===== src/rtl/epc_defs.svh =====
`ifndef EPC_DEFS_SVH
`define EPC_DEFS_SVH
`define EPC_CMD_PANEL      8'h00
`define EPC_CMD_POWER      8'h01
`define EPC_PANEL1_RST     8'h0f
`define EPC_PANEL2_RST     8'h09
`define EPC_POWER1_RST     8'h07
`define EPC_POWER_RST      8'h00
`define EPC_BIT_SOFT_RST   0
`define EPC_BIT_BOOST      1
`define EPC_BIT_SHIFT      2
`define EPC_BIT_SCAN       3
`define EPC_BIT_PST        5
`define EPC_BIT_RES_LO     6
`define EPC_BIT_FLOAT_REF  0
`define EPC_BIT_GND_TIE    1
`define EPC_BIT_VGN_TIE    2
`define EPC_BIT_AUTO_TEMP_TRIGGER    3
`define EPC_BIT_ALW_FLOAT  4
`define EPC_BIT_POFF_FLT   5
`define EPC_BIT_LUT_SRC    7
`define EPC_BIT_MODE       3
`define EPC_CODE_MAX       7'h78
`define EPC_PANEL_OUT_RST  13'h1c48
`define EPC_POWER_OUT_RST  34'h3_8000_0000
`define EPC_COM_OUT_RST    2'h1
`endif


===== src/rtl/epc_pkg.sv =====
package epc_pkg;
  typedef enum logic [1:0] {
    EPC_IDLE = 2'b00,
    EPC_PANEL = 2'b01,
    EPC_POWER = 2'b11,
    EPC_IGNORE = 2'b10
  } epc_state_t;
  typedef enum logic [1:0] {
    EPC_COM_DRIVE = 2'b00,
    EPC_COM_FLOAT = 2'b01,
    EPC_COM_GROUND = 2'b10,
    EPC_COM_POFF_FLOAT = 2'b11
  } epc_com_t;
  typedef struct packed {
    logic       booster_on;
    logic       source_shift_dir;
    logic       gate_scan_dir;
    logic       power_switch_timing;
    logic [1:0] resolution_select;
    logic       float_after_refresh;
    logic       ground_tie_before_off;
    logic       neg_gate_ground_tie;
    logic       auto_temp_trigger;
    logic       electrode_always_float;
    logic       power_off_float_opt;
    logic       waveform_table_source;
  } epc_panel_t;
  typedef struct packed {
    logic       internal_gate_supply_en;
    logic       internal_source_supply_en;
    logic       internal_low_source_en;
    logic       source_mode;
    logic [1:0] gate_level_code;
    logic [6:0] low_source_code_m0;
    logic [6:0] high_source_code_m1;
    logic [6:0] neg_source_code_m1;
    logic [6:0] low_source_code_m1;
  } epc_power_t;
endpackage : epc_pkg


===== src/rtl/epc_config.sv =====
`timescale 1ns/1ps
`include "epc_defs.svh"
// Functional notes
// soft reset bit 0 restores defaults, floats
// bit 1 low stops booster, keeps registers
// bit 2 chooses source shift direction
// bit 3 chooses gate scan direction
// bit 5 chooses power switch timing
// bits 7-6 choose display resolution
// float electrode after refresh option
// ground electrode before power off option
// tie negative gate supply at off
// choose automatic temperature measurement moment
// keep electrode always floating option
// extra frame or source hi-z option
// waveform table source select
// electrode option priority order
// internal or external supply selects
// source power switching mode
// symmetric gate voltage level code
// positive source codes saturate at 78h
// negative source code, 7 bits
// serial port is always slave
// device samples on rising clock edge
// command byte then ordered parameters
// registers take defaults after reset
module epc_config (
  input  wire logic               clk_i,
  input  wire logic               rst_i,
  input  wire logic               rst_n_pin_i,
  input  wire logic               sclk_i,
  input  wire logic               csb_n_i,
  input  wire logic               cmd_data_select_i,
  input  wire logic               sdata_i,
  output logic                    sdata_o,
  output logic                    sdata_oe_o,
  output epc_pkg::epc_panel_t     panel_o,
  output epc_pkg::epc_power_t     power_o,
  output epc_pkg::epc_com_t       com_mode_o,
  output logic                    float_outputs_o,
  output logic                    temp_measure_o,
  output logic                    byte_valid_o
);
  logic [2:0] sclk_s, csb_s, dc_s, sd_s;
  logic [1:0] rstp_s;
  logic [7:0] shift;
  logic [2:0] bit_cnt;
  logic [7:0] panel1, panel2;
  logic [7:0] supply_source_select [0:5];
  logic [2:0] param_idx;
  logic       floated;
  logic       rstp_q;
  logic       boost_q;
  epc_pkg::epc_state_t state;
  epc_pkg::epc_panel_t next_panel;
  epc_pkg::epc_power_t next_power;
  epc_pkg::epc_com_t   next_com;

  // two-flop synchronisers; only stage 2 and later are read
  always_ff @(posedge clk_i or posedge rst_i)
  begin
    if (rst_i)
    begin
      sclk_s <= 3'h0;
      csb_s  <= 3'h7;
      dc_s   <= 3'h0;
      sd_s   <= 3'h0;
      rstp_s <= 2'h0;
    end
    else
    begin
      sclk_s <= {sclk_s[1:0], sclk_i};
      csb_s  <= {csb_s[1:0], csb_n_i};
      dc_s   <= {dc_s[1:0], cmd_data_select_i};
      sd_s   <= {sd_s[1:0], sdata_i};
      rstp_s <= {rstp_s[0], rst_n_pin_i};
    end
  end
  wire sclk_rise = sclk_s[1] & ~sclk_s[2];
  wire selected  = ~csb_s[1];
  wire byte_done = selected & sclk_rise & (bit_cnt == 3'h7);
  wire [7:0] byte_in = {shift[6:0], sd_s[1]};
  wire is_cmd    = ~dc_s[1];
  wire pin_reset = ~rstp_s[1];
  wire pin_rise  = rstp_s[1] & ~rstp_q;
  // write to panel byte 1 with bit 0 low acts as a soft reset
  wire soft_rst  = byte_done & ~is_cmd & (state == epc_pkg::EPC_PANEL) & (param_idx == 3'h0)
                   & ~byte_in[`EPC_BIT_SOFT_RST];
  wire boost_now = panel1[`EPC_BIT_BOOST];
  wire boost_rise = boost_now & ~boost_q;
  // the device only listens; the data line is never driven
  assign sdata_o    = 1'b0;
  assign sdata_oe_o = 1'b0;
  always_ff @(posedge clk_i or posedge rst_i)
  begin
    if (rst_i)
    begin
      shift   <= 8'h00;
      bit_cnt <= 3'h0;
    end
    else if (!selected)
    begin
      bit_cnt <= 3'h0;
    end
    else if (sclk_rise)
    begin
      shift   <= byte_in;
      bit_cnt <= bit_cnt + 3'h1;
    end
  end
  always_ff @(posedge clk_i or posedge rst_i)
  begin
    if (rst_i)
    begin
      state     <= epc_pkg::EPC_IDLE;
      param_idx <= 3'h0;
      panel1    <= `EPC_PANEL1_RST;
      panel2    <= `EPC_PANEL2_RST;
      for (int i = 0; i < 6; i++)
        supply_source_select[i] <= (i == 0) ? `EPC_POWER1_RST : `EPC_POWER_RST;
      floated   <= 1'b1;
    end
    else if (pin_reset || soft_rst)
    begin
      state     <= epc_pkg::EPC_IDLE;
      param_idx <= 3'h0;
      panel1    <= `EPC_PANEL1_RST;
      panel2    <= `EPC_PANEL2_RST;
      for (int i = 0; i < 6; i++)
        supply_source_select[i] <= (i == 0) ? `EPC_POWER1_RST : `EPC_POWER_RST;
      floated   <= 1'b1;
    end
    else if (byte_done)
    begin
      if (is_cmd)
      begin
        param_idx <= 3'h0;
        if (byte_in == `EPC_CMD_PANEL)
          state <= epc_pkg::EPC_PANEL;
        else if (byte_in == `EPC_CMD_POWER)
          state <= epc_pkg::EPC_POWER;
        else
          state <= epc_pkg::EPC_IGNORE;
      end
      else
      begin
        case (state)
          epc_pkg::EPC_PANEL:
          begin
            if (param_idx == 3'h0)
            begin
              panel1  <= byte_in;
              floated <= 1'b0;
            end
            else if (param_idx == 3'h1)
              panel2 <= byte_in;
          end
          epc_pkg::EPC_POWER:
          begin
            if (param_idx < 3'h6)
              supply_source_select[param_idx] <= byte_in;
          end
          default:
          begin
          end
        endcase
        if (param_idx != 3'h7)
          param_idx <= param_idx + 3'h1;
      end
    end
  end
  always_ff @(posedge clk_i or posedge rst_i)
  begin
    if (rst_i)
    begin
      rstp_q  <= 1'b0;
      boost_q <= 1'b0;
      temp_measure_o <= 1'b0;
      byte_valid_o   <= 1'b0;
    end
    else
    begin
      rstp_q  <= rstp_s[1];
      boost_q <= boost_now;
      // one measurement pulse, at pin release or at booster start
      temp_measure_o <= panel2[`EPC_BIT_AUTO_TEMP_TRIGGER] ? pin_rise : boost_rise;
      byte_valid_o   <= byte_done;
    end
  end
  // codes whose low 7 bits exceed 78h are saturated, bit 7 is dropped; the analog side sees 15 V
  function automatic logic [6:0] epc_clip(input logic [7:0] code);
    epc_clip = (code[6:0] > `EPC_CODE_MAX) ? `EPC_CODE_MAX : code[6:0];
  endfunction : epc_clip

  assign next_panel.booster_on             = boost_now;
  assign next_panel.source_shift_dir       = panel1[`EPC_BIT_SHIFT];
  assign next_panel.gate_scan_dir          = panel1[`EPC_BIT_SCAN];
  assign next_panel.power_switch_timing    = panel1[`EPC_BIT_PST];
  assign next_panel.resolution_select      = panel1[`EPC_BIT_RES_LO +: 2];
  assign next_panel.float_after_refresh    = panel2[`EPC_BIT_FLOAT_REF];
  assign next_panel.ground_tie_before_off  = panel2[`EPC_BIT_GND_TIE];
  assign next_panel.neg_gate_ground_tie    = panel2[`EPC_BIT_VGN_TIE];
  assign next_panel.auto_temp_trigger      = panel2[`EPC_BIT_AUTO_TEMP_TRIGGER];
  assign next_panel.electrode_always_float = panel2[`EPC_BIT_ALW_FLOAT];
  assign next_panel.power_off_float_opt    = panel2[`EPC_BIT_POFF_FLT];
  assign next_panel.waveform_table_source  = panel2[`EPC_BIT_LUT_SRC];

  assign next_power.internal_gate_supply_en   = supply_source_select[0][0];
  assign next_power.internal_source_supply_en = supply_source_select[0][1];
  assign next_power.internal_low_source_en    = supply_source_select[0][2];
  assign next_power.source_mode               = supply_source_select[0][`EPC_BIT_MODE];
  assign next_power.gate_level_code           = supply_source_select[1][1:0];
  assign next_power.low_source_code_m0        = epc_clip(supply_source_select[2]);
  assign next_power.high_source_code_m1       = epc_clip(supply_source_select[3]);
  assign next_power.neg_source_code_m1        = epc_clip(supply_source_select[4]);
  assign next_power.low_source_code_m1        = epc_clip(supply_source_select[5]);

  // highest-priority electrode option wins
  assign next_com = panel2[`EPC_BIT_ALW_FLOAT] ? epc_pkg::EPC_COM_FLOAT :
                    panel2[`EPC_BIT_GND_TIE]   ? epc_pkg::EPC_COM_GROUND :
                    panel2[`EPC_BIT_POFF_FLT]  ? epc_pkg::EPC_COM_POFF_FLOAT :
                    panel2[`EPC_BIT_FLOAT_REF] ? epc_pkg::EPC_COM_FLOAT :
                                                 epc_pkg::EPC_COM_DRIVE;

  // outputs are registered so the panel side never sees decode glitches;
  // the cost is one more cycle between the last bit and the new setting
  always_ff @(posedge clk_i or posedge rst_i)
  begin
    if (rst_i)
    begin
      panel_o    <= epc_pkg::epc_panel_t'(`EPC_PANEL_OUT_RST);
      power_o    <= epc_pkg::epc_power_t'(`EPC_POWER_OUT_RST);
      com_mode_o <= epc_pkg::epc_com_t'(`EPC_COM_OUT_RST);
    end
    else
    begin
      panel_o    <= next_panel;
      power_o    <= next_power;
      com_mode_o <= next_com;
    end
  end

  assign float_outputs_o = floated;
endmodule : epc_config


===== config.mk =====
export PLATFORM = sky130hd
export DESIGN_NAME = epc_config
export DESIGN_NICKNAME = d
export VERILOG_FILES = /design/src/rtl/epc_pkg.sv /design/src/rtl/epc_config.sv
export VERILOG_INCLUDE_DIRS = /design/src /design/src/rtl
export SDC_FILE = /design/constraint.sdc
export NUM_CORES = 1
export LEC_CHECK = 0
export BUFFER_PORTS_ARGS = -buffer_cell sky130_fd_sc_hd__buf_2
export CORE_UTILIZATION = 40
export DETAILED_ROUTE_END_ITERATION = 6
export GPL_ROUTABILITY_DRIVEN = 0
export SLEW_MARGIN = 40
export SYNTH_ARGS = -nofsm -noshare
export SYNTH_HDL_FRONTEND = slang
export SYNTH_SLANG_ARGS = --single-unit

===== constraint.sdc =====
create_clock -name clk_i -period 5.98 [get_ports clk_i]
set_input_delay 0.299 -clock clk_i [delete_from_list [all_inputs] [get_ports clk_i]]
set_output_delay 0.299 -clock clk_i [all_outputs]
set_load 0.01 [all_outputs]

==> results of run 1 <==
==> area by class of cell <==
| type | count | area, µm² |
|---|---|---|
| clock buffers | 20 | 457 |
| clock inverters | 12 | 165 |
| fillers | 981 | 5720 |
| inverters | 18 | 70.1 |
| multi-input cells | 191 | 1310 |
| flip-flops and latches | 127 | 3200 |
| well taps | 143 | 179 |
| repair buffers | 65 | 364 |
==> report_power, final <==
part,internal (mW),total [mW],switching [mW]
Clock,0.714,1.07,0.352
Sequential,0.908,0.988,0.0800
Combinational,0.0389,0.0861,0.0472
Total,1.66,2.14,0.479
==> layer usage <==
| metal | global-route usage, % | vias to the layer above |
|---|---|---|
| met5 | 0 | - |
| met4 | 7.11 | 0 |
| met3 | 4.92 | 12 |
| met2 | 24.8 | 91 |
| met1 | 22.3 | 1509 |
| li1 | - | 1386 |
==> worst min path at each step <==
| stage | startpoint | endpoint | slack, ns | depth (start not counted) |
|---|---|---|---|---|
| floorplan | csb_n_i | csb_s[0] | 0.30 | 0 |
| global placement | rstp_s[0] | rstp_s[1] | 0.33 | 0 |
| detailed placement | sclk_s[0] | sclk_s[1] | 0.33 | 0 |
| CTS | sclk_s[0] | sclk_s[1] | 0.35 | 0 |
| global route | sd_s[0] | sd_s[1] | 0.35 | 0 |
| finish | sclk_s[0] | sclk_s[1] | 0.35 | 0 |
==> flip-flops by register name (all words and copies together), names as in the netlist, 3 cells and up <==
signal	cells
bit_cnt	3
sclk_s	3
shift	7
panel_o	13
supply_source_select	28
panel2	7
panel1	6
next_power	6
param_idx	3
power_o	34
==> timing repair <==
item / in CTS / in global routing
buffers inserted: 0 / 0
hold buffers: 6 / 0
hold endpoints to repair: 44 / 0
==> Yosys cell counts, drive strengths merged, types with 5 or more instances <==
master	n	share of area, %
o22ai	5	0.66
inv	18	1.4
nand4	5	0.66
ha	6	1.6
nand2	28	2.2
buf	15	1.7
nor3	7	1.1
nor2	16	1.3
dfstp	20	11
and2	12	1.6
o21ai	10	1.1
o31ai	9	1.4
clkbuf	18	1.4
mux2	7	1.7
nand3	8	0.85
dfrtp	107	57
a22o	18	3.3
a31oi	7	1.2
a21oi	5	0.53
==> critical path, cell delays in order (launching register included) <==
cell and delay [ns]:
dfrtp_1 0.37, ha_1 0.16, ha_1 0.13, nand4bb_1 0.48, inv_2 0.45, nand2_1 0.19
nor3_2 0.45, a22o_1 0.19
==> cells by family (layout without fill, tap and decap cells) <==
| group | count (synthesis) | in the layout |
|---|---|---|
| simple gates | 101 | 101 |
| buf+inv | 51 | 115 |
| other cells | 1 | 2 |
| mux | 9 | 9 |
| xor+xnor | 1 | 1 |
| compound gates | 72 | 72 |
| flops | 127 | 127 |
| fa+ha+maj | 6 | 6 |
==> results.cfg, run 1 <==
[setup_path]
crit_fanout = 13
cp.arrival_ns = 2.83
r2r_slack_ns = 3.49
rr_startpoint = bit_cnt[0]
startpoint = bit_cnt[0]
worstSetupEndpointType = register
reg2regPathDepth = 7
endpoint = supply_source_select[11]
r2r_end = supply_source_select[11]
crit_type = reg -> reg
required_ns = 6.32
critPathLaunchType = register

[sta]
maxSlewHeadroom_pct = 55.7
tns_ns = 0
slew_violations = 0
fin_skew_ns = 0.00968
finalCriticalPeriod_ns = 2.49
setup_violations = 0
postLayoutSetupSlackWorst_ns = 3.49
whs_ns = 0.346
min_period_over_period_pct = 41.6
rsz0062_at_grt = no
hold_viol = 0
max_slew.worst_pin.slew_ns = 0.664
max_clock_freq_mhz = 402

[flow_run]
max_cap_violations = 0

[synth]
synth_ff_type = dfrtp_1
synthMuxAreaShare_pct = 2.09
synth_xor_area_share_pct = 0.185
ys_ff_latch = 127
synth_top_family_by_area = simple AND/OR/NAND/NOR gates
synthSimpleGateAreaFrac_pct = 12.1
syn_inst = 368
syn_area_mm2 = 0.00473
synth-edff-count = 0
synth-adder-area-share_pct = 1.59
async_flop_share_pct = 100
synth_area_per_cell_um2 = 12.8
yosysWarnings = 0
synth_compound_area_share_pct = 11.6
synth.distinct_cells = 54
ys_seq_area_share_pct = 67.8

[finish]
final_util_pct = 50.1
area_growth_pct = 21.7
drive_gt1_share_pct = 30.7
nets = 433
final_cell_mix = dfrtp_1 (106), buf_2 (58), nand2_1 (28)
mostFrequentLayoutCell = dfrtp_1
instances_no_fill = 576
fin_area_mm2 = 0.00575
antenna_cells = 0

[routing]
highest-signal-layer = met4
wl_met1_um = 4300
viasPerCell = 5.20
ant_nets = 0
drc_errors = 0
wl_per_cell_um = 16.2
totalWireLength_um = 9310
drtPass1Iterations = 4
drt_iter0_drc = 206
vias = 2998
met2_length_um = 4400
wl_met3_um = 456

[clock_tree]
path_clk_slew_ns = 0.06
clockBufferDepth = 2
cts_tree = done
cts_max_level = 4
cts_buffers = 17
cts_resized = 0
clock_sinks = 127
root_buffer = clkbuf_16
clkLatencyLatePin_ns = 0.41

[pwr]
vdd_ir_drop_max_mv = 0.152
p_per_area_mw_per_mm2 = 372
p_leak_nw = 2.78
total_power_mw = 2.14

[floorplan]
die_area_mm2 = 0.0123
die_h_um = 111
rows = 39
coreArea_mm2 = 0.0115
start_util_pct = 41.2
io_pins = 61
die_w_um = 111

[grt]
grt.overflow.total = 0
grt_pass1_wl_um = 15500
grt_antenna_before_repair = 0
grt_pass1_vias = 2976
grt_max_degree = 89
grt_use_total_pct = 16.5

[placement]
portBuffers = 58
post-place-ws_ns = 3.53
place_inst = 538
placed_area_mm2 = 0.00507
place.detailed.hpwl_um = 5880

[run_status]
status = finished, final reports clean

[worst_hold_path]
hold_path.class = reg -> reg
Note: power is estimated with default switching activity, not from simulation.
==> run 2, diff against run 1 <==
- ABC_AREA: not set -> 1
- clock period: 5.98 -> 2.1 ns (I/O delays scaled with it)
==> run 2 against run 1 <==
The flow now finishes with violations (design-rule violations). Final area grew 3.8%. Via count grew 7.9%. Non-clock buffer count up 20. Clock-buffer cell count increased by 1. Maximum frequency grew 28%. Area after synthesis rose by 1.4%. Die area rose by 1.4%. Critical path type unchanged. Critical endpoint is now panel2[4]. Largest cell class unchanged.
==> results.cfg, run 2 <==
[run_status]
status = finished with violations
failed_checks = design-rule violations

[clock_tree]
cts_max_level = 4
clock_sinks = 127
clockBufferDepth = 2
cts_tree = done
clkLatencyLatePin_ns = 0.41
root_buffer = clkbuf_16
post_cts.repair.setup_buffers = 0
path_clk_slew_ns = 0.05
cts_buffers = 17

[pwr]
seqPwrFrac_pct = 45.0
total_power_mw = 6.08
p_comb_share_pct = 8.4
pwr-share-clk_pct = 46.6
p_switching_mw = 1.42
sw_frac_of_total_pct = 23.4
p_int_mw = 4.66
p_per_area_mw_per_mm2 = 1020
vdd_ir_drop_max_mv = 0.497
p_leak_nw = 3.17

[finish]
nets = 554
reg_top3 = power_o x34, supply_source_select x28, panel_o x13
antenna_cells = 0
mostFrequentLayoutCell = nand2_1
seqCellArea_mm2 = 0.00320
multi_input_area_mm2 = 0.00130
final_cell_mix = nand2_1 (127), dfrtp_1 (107), buf_2 (58)
fin_area_mm2 = 0.00597
regMostFlops = power_o
largest_register_ffs = 34
fillers = 1052
drive_gt1_share_pct = 27.3
area_growth_pct = 24.5
final_util_pct = 51.6

[floorplan]
die_h_um = 111
coreArea_mm2 = 0.0116
die_w_um = 111
start_util_pct = 41.4
rows = 39
io_pins = 61
die_area_mm2 = 0.0124

[routing]
ant_nets = 0
wl_per_cell_um = 13.2
totalWireLength_um = 9200
vias = 3234
drtPass1Iterations = 7
drc_errors = 5
viasPerCell = 4.64
drt_iter0_drc = 170

[sta]
min_period_over_period_pct = 92.3
maxSlewHeadroom_pct = 63.1
hold_viol = 0
setup_violations = 0
finalCriticalPeriod_ns = 1.94
max_slew.worst_pin.slew_ns = 0.552
max_clock_freq_mhz = 516
slew_violations = 0
fin_skew_ns = 0.00666
rsz0062_at_grt = yes

[synth]
yosysWarnings = 0
synth_area_per_cell_um2 = 10.3
synth-edff-count = 0
synth_area_leader_cell = dfrtp_1
ys_ff_latch = 127
async_flop_share_pct = 100
synth_ff_type = dfrtp_1
synth.distinct_cells = 31
ys_top_cells_by_area = dfrtp_1 (56%), dfstp_2 (11%), nand2_1 (9.9%)
yosysMostFrequentCell = nand2_1
synthTopCellsByCount = nand2_1 (127), dfrtp_1 (107), nand3_1 (45)
ys_seq_area_share_pct = 66.8
syn_inst = 464
syn_area_mm2 = 0.00479
synth_top_area_share_pct = 55.9

[setup_path]
cp.buffers_inverters = 1
crit_fanout = 13
critPathMaxStageDelay_ns = 0.47
rr_startpoint = bit_cnt[0]
startpoint = bit_cnt[0]
cp_slowest_cell = o21ai_2
crit_path_frequent_cell = ha_1
cp.arrival_ns = 2.22
crit_chain = ha_1 -> ha_1 -> nand4_4 -> o21ai_2 -> nor2_1 -> buf_4 -> nand2_1 -> o21ai_0
crit_type = reg -> reg
required_ns = 2.38
worstSetupEndpointType = register
critPathLaunchType = register
cp_top_family = compound AO/OA/AOI/OAI gates

[grt]
grt_pass1_vias = 3291
grt_antenna_before_repair = 0
grt_max_degree = 62
grt.overflow.total = 0
grt_pass1_wl_um = 15800
grt_use_total_pct = 16.7

[placement]
place.detailed.hpwl_um = 6260
portBuffers = 58
placed_area_mm2 = 0.00532

[flow_run]
max_cap_violations = 0

[worst_hold_path]
hold_path.class = in -> async
==> run 2: path summary, 6_finish.rpt <==
path / endpoint / slack, ns / cells after the start
min in group clk_i: dc_s[0] / 0.33 / 2
hold reg to reg: rstp_s[1] / 0.35 / 0
hold / removal: panel_o[1] / 0.29 / 3
setup reg to reg: panel2[4] / 0.16 / 8
max in group asynchronous: supply_source_select[8] / 1.12 / 4
setup / recovery: panel2[4] / 0.16 / 8
==> run 2: cell families after synthesis <==
family | share of synthesized area, %
compound gates | 4.41
fa+ha+maj | 1.57
other cells | 0.0783
flops | 66.8
simple gates | 20.8
buf+inv | 6.27
==> run 2: through the flow <==
step	setup WS, ns	hold WS, ns	cells	TNS (ns)
6_report	0.162	0.294	697	0
5_1_grt	-0.00931	0.311	697	-0.0233
4_1_cts	0.0556	0.301	697	0
3_5_place_dp	0.109	0.191	659	0
3_3_place_gp	0.151	0.179	659	0
2_1_floorplan	0.319	0.109	465	0
==> run 2: worst register-to-register path, cell delays in order, from the launching register on <==
cell and delay [ns]:
dfrtp_1 0.36, ha_1 0.15, ha_1 0.18, nand4_4 0.20, o21ai_2 0.47, nor2_1 0.13
buf_4 0.17, nand2_1 0.05, o21ai_0 0.10
==> run 2: power groups by stage <==
| stage | clock (mW) | sequential [mW] | combinational, mW |
|---|---|---|---|
| after global routing | 3.03 | 2.76 | 0.576 |
| after detailed placement | 0 | 2.78 | 0.504 |
| after global placement | 0 | 2.77 | 0.494 |
| final | 2.84 | 2.74 | 0.509 |
| after floorplan | 0 | 2.79 | 0.277 |
| after CTS | 2.89 | 2.74 | 0.515 |
==> run 2: area by class of cell <==
type                       count  area share [%]
sequential                   127            53.7
inverter                      41            2.64
timing repair buffer          85            9.14
clock buffer                  21            7.88
clock inverter                11            1.91
multi-input combinational    269            21.8
tap                          143            3.00
==> run 2: what timing repair did <==
| action | in CTS | in global routing |
|---|---|---|
| hold buffers | 6 | 0 |
| endpoints found under the hold margin | 26 | 0 |
| resized for setup | 0 | 3 |
| setup endpoints to repair | 0 | 10 |
==> run 2: layer usage <==
metal / vias up / share of wire [%] / track usage, % / wire length [µm]
met5: - / 0 / 0 / 0
met4: 0 / 1.5 / 6.76 / 136
met3: 12 / 4.3 / 5.61 / 400
met2: 67 / 48 / 25.8 / 4430
met1: 1552 / 46 / 21.6 / 4240
li1: 1603 / - / - / -
